==> src/rtl/afc_pkg.sv <==
// Package for the asynchronous FIFO host controller: map, timing, types.
package afc_pkg;
    // Data width of one FIFO device slice.
    localparam int AFC_DW = 9;
    // Controller register byte addresses (word aligned).
    localparam logic [3:0] AFC_REG_CTRL = 4'h0;
    localparam logic [3:0] AFC_REG_WDATA = 4'h4;
    localparam logic [3:0] AFC_REG_RDATA = 4'h8;
    localparam logic [3:0] AFC_REG_STAT = 4'hC;
    // Control register bit positions.
    localparam int AFC_CTRL_RESET = 0;
    localparam int AFC_CTRL_REWIND = 1;
    localparam int AFC_CTRL_DEPTH = 2;
    // Timing figures in nanoseconds and the clock period.
    localparam int AFC_CLK_NS = 50;
    localparam int AFC_STROBE_NS = 65;
    localparam int AFC_RECOVER_NS = 15;
    localparam int AFC_EMPTY_RELEASE_NS = 60;
    localparam int AFC_REWIND_RECOVERY_NS = 15;
    // Least times rounded up to whole cycles, at least one cycle.
    localparam int AFC_STROBE_CYC = (AFC_STROBE_NS + AFC_CLK_NS - 1) / AFC_CLK_NS;
    localparam int AFC_RECOVER_CYC = (AFC_RECOVER_NS + AFC_CLK_NS - 1) / AFC_CLK_NS;
    localparam int AFC_EREL_CYC =
        (AFC_EMPTY_RELEASE_NS + AFC_CLK_NS - 1) / AFC_CLK_NS;
    localparam int AFC_RTR_CYC =
        (AFC_REWIND_RECOVERY_NS + AFC_CLK_NS - 1) / AFC_CLK_NS;
    // Width of the timing counter.
    localparam int AFC_CW = 4;
    // Controller sequencer states.
    typedef enum logic [2:0] {
        AFC_IDLE = 3'b000,
        AFC_RD_LOW = 3'b001,
        AFC_WR_LOW = 3'b010,
        AFC_RT_LOW = 3'b011,
        AFC_MR_LOW = 3'b100,
        AFC_RECOV = 3'b101
    } afc_state_type;
    // Strobe pins toward the FIFO device, all active low.
    typedef struct packed {
        logic read_n;
        logic write_n;
        logic rewind_n;
        logic master_clear_n;
    } afc_strobe_type;
endpackage : afc_pkg

==> src/rtl/afc_host.sv <==
// Host controller that drives an asynchronous 9-bit FIFO over its pins.
//
// Overview of operation
// - Wait empty-release delay after write.
// - Strobes held high during rewind recovery.
// - Standalone: chain-in low, first-load high.
// - Width slices share controls; nine-bit steps.
// - Depth ring chosen during master clear.
// - First-load low on first device only.
// - Composite flags OR all device flags.
// - Use empty and full to gate access.
`timescale 1ns/1ps
module afc_host
    import afc_pkg::*;
#(
    parameter int SLICES = 1,
    parameter int DEVS = 1
) (
    input wire logic CLK,
    input wire logic RST,
    input wire logic [3:0] AVS_ADDRESS,
    input wire logic AVS_READ,
    input wire logic AVS_WRITE,
    input wire logic [31:0] AVS_WRITEDATA,
    output logic [31:0] AVS_READDATA,
    output logic AVS_WAITREQUEST,
    output logic READ_N,
    output logic WRITE_N,
    output logic REWIND_N,
    output logic MASTER_CLEAR_N,
    output logic [SLICES*AFC_DW-1:0] DATA_IN_BUS,
    input wire logic [SLICES*AFC_DW-1:0] DATA_OUT_BUS,
    input wire logic [DEVS-1:0] EMPTY_FLAG_N,
    input wire logic [DEVS-1:0] FULL_FLAG_N,
    input wire logic HALF_LEVEL_FLAG_N,
    output logic CHAIN_IN_N,
    output logic FIRST_LOAD_N
);
    localparam int W = SLICES * AFC_DW;
    // Register map, as software sees it over the memory-mapped port.
    // The control register starts a master clear with bit zero.
    // In the same write, bit two chooses the depth expansion strap.
    // Bit one of the control register starts a rewind pulse.
    // A rewind is dropped quietly while the depth strap is set.
    // A write to the write data register stores one word in the FIFO.
    // The word is kept on the data pins until the next write.
    // A read of the read data register returns the previous word.
    // The same read starts a new fetch if the FIFO holds a word.
    // Software therefore drains n words with n plus one reads.
    // The status register shows busy, empty, full, half, strap.
    // Its top status bit records a read that the empty flag refused.
    // That bit is cleared by a status read, but a new refusal wins.
    //
    // Bus timing, as the master sees it.
    // An access is taken only while the sequencer is idle.
    // Waitrequest then drops for exactly one cycle after it is taken.
    // Read data stands from that same cycle until the next access is taken.
    // After that cycle, waitrequest stays high while a strobe sequence runs.
    // The master may therefore issue accesses back to back safely.
    //
    // Strobe timing toward the FIFO device.
    // Every strobe is held low for the least pulse width, rounded up.
    // After the strobe rises, a recovery count keeps all strobes high.
    // After a write, the recovery count covers the empty release delay.
    // This keeps a read from starting before the empty flag is valid.
    // After a rewind, the recovery count covers the rewind recovery.
    // After a read or a clear, the plain recovery time is used.
    // Only one strobe is ever low at a time, by construction.
    //
    // Data capture.
    // The device drives its outputs only while the read strobe is low.
    // The outputs are sampled at the edge that raises the strobe again.
    // At that edge the word has stood for the whole pulse width.
    // A sample taken later would see a floating bus.
    //
    // Flags.
    // Each flag input is taken as synchronous to the clock.
    // With several devices in depth, the flags are combined here.
    // Any device that shows empty makes the whole system empty.
    // Any device that shows full makes the whole system full.
    // The half flag is shown only outside depth expansion.
    //
    // Straps.
    // The chain input is held low, as a standalone device expects.
    // The first-load pin follows the inverse of the depth strap.
    // In depth expansion the device chain passes its own token.
    // The controller then only watches the combined flags.
    //
    // Limitations a user must know.
    // A master clear must be issued once before the first access.
    // A rewind only replays words written since the last clear.
    // Words beyond the device depth cannot be replayed at all.
    // Writes while full are dropped without any status report.
    // The timing counts assume the slowest device speed grade.
    // A faster clock needs wider counts and a wider counter.
    //
    // Sequencer state and timing counter.
    afc_state_type state_r, state_nxt;
    logic [AFC_CW-1:0] cnt_r, cnt_nxt;
    // Depth expansion strap, captured from the control register.
    logic depth_r;
    // Last word read from the FIFO and the pending write word.
    logic [W-1:0] rdata_r;
    logic [W-1:0] wdata_r;
    // Sticky flag: a read was refused because the FIFO was empty.
    logic rd_refused_r;
    // Pin outputs.
    afc_strobe_type pins_r, pins_nxt;
    logic [31:0] rdout_r;
    logic wait_r;

    // Composite flags: any device low means the system is empty or full.
    wire logic sys_empty = ~(&EMPTY_FLAG_N);
    wire logic sys_full = ~(&FULL_FLAG_N);
    // Register decodes.
    wire logic sel_ctrl = AVS_ADDRESS == AFC_REG_CTRL;
    wire logic sel_wd = AVS_ADDRESS == AFC_REG_WDATA;
    wire logic sel_rd = AVS_ADDRESS == AFC_REG_RDATA;
    wire logic sel_st = AVS_ADDRESS == AFC_REG_STAT;
    wire logic busy = state_r != AFC_IDLE;
    wire logic cnt_done = cnt_r == '0;
    // A bus access is accepted only in the idle state for one cycle.
    wire logic take = ~busy & wait_r & (AVS_READ | AVS_WRITE);
    wire logic go_rd = take & AVS_READ & sel_rd & ~sys_empty;
    wire logic go_wr = take & AVS_WRITE & sel_wd & ~sys_full;
    wire logic go_mr = take & AVS_WRITE & sel_ctrl
        & AVS_WRITEDATA[AFC_CTRL_RESET];
    // Rewind is refused when the strap selects depth expansion.
    wire logic go_rt = take & AVS_WRITE & sel_ctrl & ~go_mr
        & AVS_WRITEDATA[AFC_CTRL_REWIND] & ~depth_r;
    // Half flag is only meaningful outside depth expansion.
    wire logic half_ok = ~depth_r & ~HALF_LEVEL_FLAG_N;
    wire logic [31:0] stat_word = {26'h000_0000, rd_refused_r, depth_r,
        half_ok, sys_full, sys_empty, busy};
    wire logic [31:0] rd_word = sel_st ? stat_word :
        sel_rd ? {{(32-W){1'b0}}, rdata_r} :
        sel_ctrl ? {29'h000_0000, depth_r, 2'b00} : 32'h0000_0000;

    // Sequencer: each strobe is held low, then all strobes rest high.
    always_comb begin
        state_nxt = state_r;
        cnt_nxt = cnt_r;
        pins_nxt = pins_r;
        case (state_r)
            AFC_IDLE: begin
                if (go_mr) begin
                    state_nxt = AFC_MR_LOW;
                    pins_nxt.master_clear_n = 1'b0;
                    cnt_nxt = AFC_CW'(AFC_STROBE_CYC - 1);
                end else if (go_rt) begin
                    state_nxt = AFC_RT_LOW;
                    pins_nxt.rewind_n = 1'b0;
                    cnt_nxt = AFC_CW'(AFC_STROBE_CYC - 1);
                end else if (go_rd) begin
                    state_nxt = AFC_RD_LOW;
                    pins_nxt.read_n = 1'b0;
                    cnt_nxt = AFC_CW'(AFC_STROBE_CYC - 1);
                end else if (go_wr) begin
                    state_nxt = AFC_WR_LOW;
                    pins_nxt.write_n = 1'b0;
                    cnt_nxt = AFC_CW'(AFC_STROBE_CYC - 1);
                end
            end
            AFC_RD_LOW, AFC_MR_LOW: begin
                if (cnt_done) begin
                    state_nxt = AFC_RECOV;
                    pins_nxt.read_n = 1'b1;
                    pins_nxt.master_clear_n = 1'b1;
                    cnt_nxt = AFC_CW'(AFC_RECOVER_CYC - 1);
                end else begin
                    cnt_nxt = cnt_r - 1'b1;
                end
            end
            AFC_WR_LOW: begin
                if (cnt_done) begin
                    // Wait the empty release delay before any next read.
                    state_nxt = AFC_RECOV;
                    pins_nxt.write_n = 1'b1;
                    cnt_nxt = AFC_CW'(AFC_EREL_CYC - 1);
                end else begin
                    cnt_nxt = cnt_r - 1'b1;
                end
            end
            AFC_RT_LOW: begin
                if (cnt_done) begin
                    // Strobes stay high through rewind recovery.
                    state_nxt = AFC_RECOV;
                    pins_nxt.rewind_n = 1'b1;
                    cnt_nxt = AFC_CW'(AFC_RTR_CYC - 1);
                end else begin
                    cnt_nxt = cnt_r - 1'b1;
                end
            end
            AFC_RECOV: begin
                if (cnt_done) begin
                    state_nxt = AFC_IDLE;
                end else begin
                    cnt_nxt = cnt_r - 1'b1;
                end
            end
            default: begin
                state_nxt = AFC_IDLE;
                pins_nxt = '1;
            end
        endcase
    end

    // State, strobe and counter registers.
    always_ff @(posedge CLK or posedge RST) begin
        if (RST) begin
            state_r <= AFC_IDLE;
            cnt_r <= '0;
            pins_r <= '1;
        end else begin
            state_r <= state_nxt;
            cnt_r <= cnt_nxt;
            pins_r <= pins_nxt;
        end
    end

    // Data capture: sample outputs at the end of the low read phase,
    // since the device floats them once the strobe rises.
    always_ff @(posedge CLK or posedge RST) begin
        if (RST) begin
            rdata_r <= '0;
            wdata_r <= '0;
        end else begin
            if (state_r == AFC_RD_LOW && cnt_done) begin
                rdata_r <= DATA_OUT_BUS;
            end
            if (go_wr) begin
                wdata_r <= AVS_WRITEDATA[W-1:0];
            end
        end
    end

    // Strap and refusal flag; a new refusal wins over the clear.
    always_ff @(posedge CLK or posedge RST) begin
        if (RST) begin
            depth_r <= 1'b0;
            rd_refused_r <= 1'b0;
        end else begin
            if (go_mr) begin
                depth_r <= AVS_WRITEDATA[AFC_CTRL_DEPTH];
            end
            if (take & AVS_READ & sel_rd & sys_empty) begin
                rd_refused_r <= 1'b1;
            end else if (take & AVS_READ & sel_st) begin
                rd_refused_r <= 1'b0;
            end
        end
    end

    // Bus answer: waitrequest drops for one cycle when an access is taken.
    always_ff @(posedge CLK or posedge RST) begin
        if (RST) begin
            wait_r <= 1'b1;
            rdout_r <= '0;
        end else begin
            wait_r <= ~take;
            if (take) begin
                rdout_r <= rd_word;
            end
        end
    end

    // Straps: standalone ties chain-in low and first-load high.
    always_ff @(posedge CLK or posedge RST) begin
        if (RST) begin
            CHAIN_IN_N <= 1'b0;
            FIRST_LOAD_N <= 1'b1;
        end else begin
            CHAIN_IN_N <= 1'b0;
            FIRST_LOAD_N <= ~depth_r;
        end
    end

    // Ports come straight from flip-flops.
    assign READ_N = pins_r.read_n;
    assign WRITE_N = pins_r.write_n;
    assign REWIND_N = pins_r.rewind_n;
    assign MASTER_CLEAR_N = pins_r.master_clear_n;
    assign DATA_IN_BUS = wdata_r;
    assign AVS_READDATA = rdout_r;
    assign AVS_WAITREQUEST = wait_r;
endmodule : afc_host

==> config.mk <==
export PLATFORM = sky130hd
export DESIGN_NAME = afc_host
export DESIGN_NICKNAME = d
export VERILOG_FILES = /design/src/rtl/afc_pkg.sv /design/src/rtl/afc_host.sv
export SDC_FILE = /design/constraint.sdc
export NUM_CORES = 1
export LEC_CHECK = 0
export ABC_AREA = 1
export BUFFER_PORTS_ARGS = -buffer_cell sky130_fd_sc_hd__buf_4
export CAP_MARGIN = 10
export CELL_PAD_IN_SITES_DETAIL_PLACEMENT = 0
export CELL_PAD_IN_SITES_GLOBAL_PLACEMENT = 1
export CORE_MARGIN = 2
export CORE_UTILIZATION = 31
export CTS_BUF_LIST = sky130_fd_sc_hd__clkbuf_4
export CTS_CLUSTER_SIZE = 10
export DETAILED_ROUTE_END_ITERATION = 12
export PLACE_DENSITY_LB_ADDON = 0.1
export SLEW_MARGIN = 0
export SYNTH_ARGS = -nofsm -noshare
export SYNTH_HDL_FRONTEND = slang
export SYNTH_SLANG_ARGS = --single-unit
==> constraint.sdc <==
create_clock -name CLK -period 1.7 [get_ports CLK]
set_clock_uncertainty 0.1 [all_clocks]
set_input_delay 0.425 -clock CLK [delete_from_list [all_inputs] [get_ports CLK]]
set_output_delay 0.425 -clock CLK [all_outputs]
set_load 0.01 [all_outputs]
# Word level (Yosys, flattened, before mapping)

Cells that the tools add are included.

Flip-flop bits (word level): 65
Input bits: 52

$add $sub $neg: 1
Eq/ne operators: 22
Multiplexer cells: 32
Bitwise gates (word level): 27
Reductions and logical operators: 19

Operators by type and width:

| cell                                             | count |
|---|---|
| two-way mux 4 bit                                | 7 |
| two-way mux 3 bit                                | 8 |
| != test 2 bit, second input constant             | 12 |
| two-way mux 9 bit                                | 2 |
| bitwise AND 1 bit                                | 16 |
| case mux 4 bit (4 select lines)                  | 1 |
| case mux 1 bit (3 select lines)                  | 4 |
| OR reduction 4 bit                               | 3 |
| inverter 1 bit                                   | 10 |
| case mux 3 bit (3 select lines)                  | 1 |
| AND reduction 3 bit                              | 3 |
| == test 4 bit, second input constant             | 2 |
| logical NOT 4 bit                                | 2 |
| two-way mux 1 bit                                | 8 |
| == test 3 x 2 -> 1 bit, second input constant    | 2 |
| == test 3 bit, second input constant             | 2 |
| AND reduction 6 bit                              | 1 |
| OR reduction 3 bit                               | 2 |
| != test 5 bit, second input constant             | 1 |
| AND reduction 5 bit                              | 1 |
| == test 4 x 3 -> 1 bit, second input constant    | 1 |
| AND reduction 4 bit                              | 1 |
| nonzero test 4 bit                               | 1 |
| subtractor 4 x 1 -> 4 bit, second input constant | 1 |
| other kinds (9)                                  | 9 |

# Longest topological paths before layout

Word-level depth: 14
Depth in mapped cells: 10
Depth with buffers taken out: 10

# Worst setup path after synthesis

OpenSTA, ideal clock, no wires.

Path type: reg2reg
From: register state_r[0]
To: register state_r[0]
Arrival time: 1,348 ps
Required time: 1,483 ps
Setup slack: 135 ps
Stages on the path, launching flop included: 11
Path buffers: 0
Path through: dfrtp_1 -> nor2_4 -> nand2_4 -> nor2_8 -> nand3_2 -> nor2_4 -> nor2_2 -> nand2_4 -> nand2_2 -> nand2_1 -> nand2_1

Longest elaborated chain between the ends: 14
Elaborated cells between the ends (all ways): 31

RTL lines:

| element                         | line                                              | text |
|---|---|---|
| start: declaration              | afc_host.sv:98                                    | `afc_state_type state_r, state_nxt;` |
| start signal: assignment        | afc_host.sv:215                                   | `state_r <= state_nxt;` |
| nonzero test 3 bit              | afc_host.sv:120                                   | `wire logic busy = state_r != AFC_IDLE;` |
| inverter 1 bit                  | afc_host.sv:123                                   | `wire logic take = ~busy & wait_r & (AVS_READ \| AVS_WRITE);` |
| bitwise AND 1 bit (2 in series) | afc_host.sv:123                                   |  |
| bitwise AND 1 bit               | afc_host.sv:125, afc_host.sv:126, afc_host.sv:129 |  |
| bitwise AND 1 bit               | afc_host.sv:126, afc_host.sv:129                  |  |
| bitwise AND 1 bit               | afc_host.sv:127                                   | `& AVS_WRITEDATA[AFC_CTRL_RESET];` |
| inverter 1 bit                  | afc_host.sv:129                                   | `wire logic go_rt = take & AVS_WRITE & sel_ctrl & ~go_mr` |
| bitwise AND 1 bit               | afc_host.sv:129                                   |  |
| bitwise AND 1 bit (2 in series) | afc_host.sv:130                                   | `& AVS_WRITEDATA[AFC_CTRL_REWIND] & ~depth_r;` |
| two-way mux 3 bit               | afc_host.sv:150                                   | `end else if (go_rt) begin` |
| two-way mux 3 bit               | afc_host.sv:146                                   | `if (go_mr) begin` |
| case mux 3 bit (3 select lines) | afc_host.sv:144                                   | `case (state_r)` |

Several ways; a longest one is shown, not always the timed one.
A chain may end at the register's enable or synchronous reset.

# Final worst setup path

From: register wait_r (netlist: AVS_WAITREQUEST)
To: output port AVS_WAITREQUEST

RTL lines:

| element                  | line            | text |
|---|---|---|
| start: declaration       | afc_host.sv:110 | `logic wait_r;` |
| start signal: assignment | afc_host.sv:260 | `wait_r <= ~take;` |
| end: declaration         | afc_host.sv:26  | `output logic AVS_WAITREQUEST,` |

No word-level cell between the ends.

==> out/metrics.csv <==
stage,metric,value,unit
routing,drt first pass iters,4,
sta,count of endpoints failing hold in the final timing report,0,
critical_path,capture point of the worst reg-to-reg path,cnt_r[3],
place,Detailed Place HPWL,3830,um
sta,total count of max-transition violations in the final report,0,
finish,area added between synthesis and finish,33.8,%
critical_path,top fanout value on the critical path,2,
critical_path,critical path data required time,1.17,ns
global_routing,first-pass GRT wire length,8500,um
clocking,Clock Latency Late Sink,0.36,ns
critical_path,Reg2Reg Launch Point,AVS_WAITREQUEST,
die,Die Span Y,89,um
global_routing,number of global-route vias before repair,1835,
run_status,result of the run,completed,
clocking,number of H-tree branching levels,2,
die,row count,30,
finish,Layout Utilization,0.434,
sta,Setup Viol. Count Final,0,
clocking,clock-pin slew of the registers on the worst-case setup and hold paths,0.15,ns
routing,post-DR vias/cell,4.26,
routing,DRC violation count after routing,0,
die,Die Width,89,um
logic_synthesis,post-synthesis area per instance,8.96,um^2
place,Inst Count DP,422,
place,RePlAce Congestion,0.744,
logic_synthesis,Netlist Area Pre-Place,0.00224,mm^2
place,I/O Buffers,52,
die,IO Count,100,
critical_path,startpoint kind of the worst setup timing path,flop,
logic_synthesis,fraction of the yosys area taken by sequential cells,0.473,
flow_run,Maximum Capacitance Violations,0,
die,Initial Util,0.324,
finish,ratio of cells with drive above 1 in the final layout,0.393,
clocking,number of buffers created by CTS,5,
logic_synthesis,flip-flop and latch count after synthesis,42,
finish,Non-Filler Instances,434,
global_routing,GR Util All Layers,0.138,
sta,unrepaired setup endpoints after global routing,yes,
critical_path,Worst Reg-to-Reg Cells,9,
clocking,number of clock sinks seen by CTS,42,
logic_synthesis,count of distinct cell types in the synthesized netlist,37,
sta,final critical-path required period,1.67,ns
global_routing,grt ovf,0,
clocking,clock tree buffer depth,2,
global_routing,largest net degree at the start of global routing,43,
routing,aggregate routed wire length,5080,um
finish,final layout net count,391,
critical_path,register-to-register setup slack,0.05,ns
routing,Post-DRT Antenna Nets,0,
finish,Antenna Cells,0,
routing,Avg WL per Cell,11.7,um
finish,most used cells in the layout excluding fill and tap cells,"buf_4 (80), nand2_1 (51), dfrtp_1 (35)",
power_and_ir_drop,leakage power total,1.59,nW
power_and_ir_drop,worst vdd rail ir drop,451,uV
critical_path,endpoint arrival time on the critical path,1.14,ns
global_routing,antenna violations before repair,0,
critical_path,kind of end point of the critical path,primary output,
critical_path,Crit Path Category,reg2out,
power_and_ir_drop,power density relative to cell area,1540,mW/mm^2
clocking,cell chosen for the clock root,clkbuf_4,
die,die outline area,0.00792,mm^2
logic_synthesis,warning count from the yosys run,0,
finish,post-route standard cell area excluding fillers,0.00300,mm^2
worst_hold_path,Tightest Hold Check Type,in2async,
die,CORE AREA,0.00691,mm^2
sta,Max Clock Freq,599,MHz
logic_synthesis,number of instances in the synthesized netlist,250,
routing,DR vias,1851,
sta,fin crit share,0.982,
power_and_ir_drop,Design Power,4.61,mW
routing,Detailed Route Iter0 Violations,44,
finish,"leading cell type in the layout, fill and taps excluded",buf_4,
clocking,clock tree from TritonCTS,done,
place,Placement Cell Area,0.00287,mm^2
==> kinds of logic after synthesis <==
group	share of synthesized area
AOI/OAI and AO/OA	0.0883
muxes	0.0553
DFF	0.473
and+or+nand+nor	0.224
xor gates and xnor gates	0.00782
adders and majority gates	0.0112
buffers and inverters	0.139
other	0.00167
==> critical path, cell delays in order (launching register included) <==
cell,delay (ns)
dfstp_2,0.57
buf_4,0.11
buf_4,0.11
==> power by group <==
part / internal [mW] / switching, mW / total (mW) / leakage [nW]
clock: 0.178 / 0.381 / 0.559 / 0.0366
sequential: 1.40 / 0.209 / 1.61 / 0.522
combinational: 1.12 / 1.32 / 2.44 / 1.03
total: 2.70 / 1.91 / 4.61 / 1.59
==> flip-flops by register name (all words and copies together), names as in the netlist <==
name             cells
REWIND_N             1
FIRST_LOAD_N         1
depth_r              1
AVS_READDATA         9
DATA_IN_BUS          9
state_r              3
READ_N               1
AVS_WAITREQUEST      1
MASTER_CLEAR_N       1
cnt_r                4
WRITE_N              1
rdata_r              9
rd_refused_r         1
==> Yosys cell counts, drive strengths merged <==
cell / count / area [um^2]
xor2: 1 / 8.76
buf: 25 / 185
o221ai: 2 / 17.5
a22o: 2 / 17.5
dfstp: 6 / 158
dfrtp: 36 / 901
ha: 2 / 25.0
nand4: 2 / 12.5
o211ai: 1 / 7.51
clkinv: 1 / 3.75
mux2: 11 / 124
a21boi: 1 / 11.3
a21oi: 8 / 40.0
o311ai: 1 / 8.76
nor2: 23 / 120
o31ai: 1 / 7.51
xnor2: 1 / 8.76
inv: 29 / 109
nor3: 2 / 10.0
clkbuf: 1 / 13.8
nand2: 59 / 246
o21ai: 10 / 53.8
nand3: 19 / 113
conb: 1 / 3.75
a31oi: 3 / 18.8
a211oi: 1 / 7.51
a21o: 1 / 7.51
==> layer usage <==
metal | vias up | wire (um) | GRT usage
met5 | - | 0 | 0
met4 | 0 | 91 | 0.0516
met3 | 8 | 333 | 0.0323
met2 | 65 | 2230 | 0.213
met1 | 841 | 2430 | 0.189
li1 | 937 | - | -
==> layout make-up <==
class	instances	area [um^2]
multi-input combinational	176	1000
clock inverter	3	26.3
clock buffer	5	37.5
timing repair buffer	82	641
sequential	42	1060
fill	733	3910
tap	96	120
inverter	30	113
==> per-stage QoR <==
stage	setup TNS, ns	hold slack [ns]	setup WS [ns]
floorplan	0	0.323	0.135
global placement	-0.568	0.359	-0.0554
detailed placement	-0.515	0.363	-0.0546
CTS	0	0.00601	0.0199
global route	-0.462	0.0286	-0.0743
finish	0	0.0150	0.0308
==> worst max path at each step <==
stage,startpoint,to,slack [ns],cells past startpoint
after floorplan,state_r[0],state_r[0],0.14,10
after global placement,AVS_ADDRESS[0],state_r[1],-0.06,11
after detailed placement,AVS_ADDRESS[0],state_r[1],-0.05,11
after CTS,state_r[0],cnt_r[3],0.02,10
after global routing,state_r[0],cnt_r[0],-0.07,10
final,AVS_WAITREQUEST,AVS_WAITREQUEST,0.03,2
==> timing repair <==
action	in CTS	in global routing
setup endpoints to repair	0	16
hold endpoints to repair	0	0
hold buffers	0	0
setup buffers	0	3
resized for setup	0	16
Power figures use the tool's default switching activity.
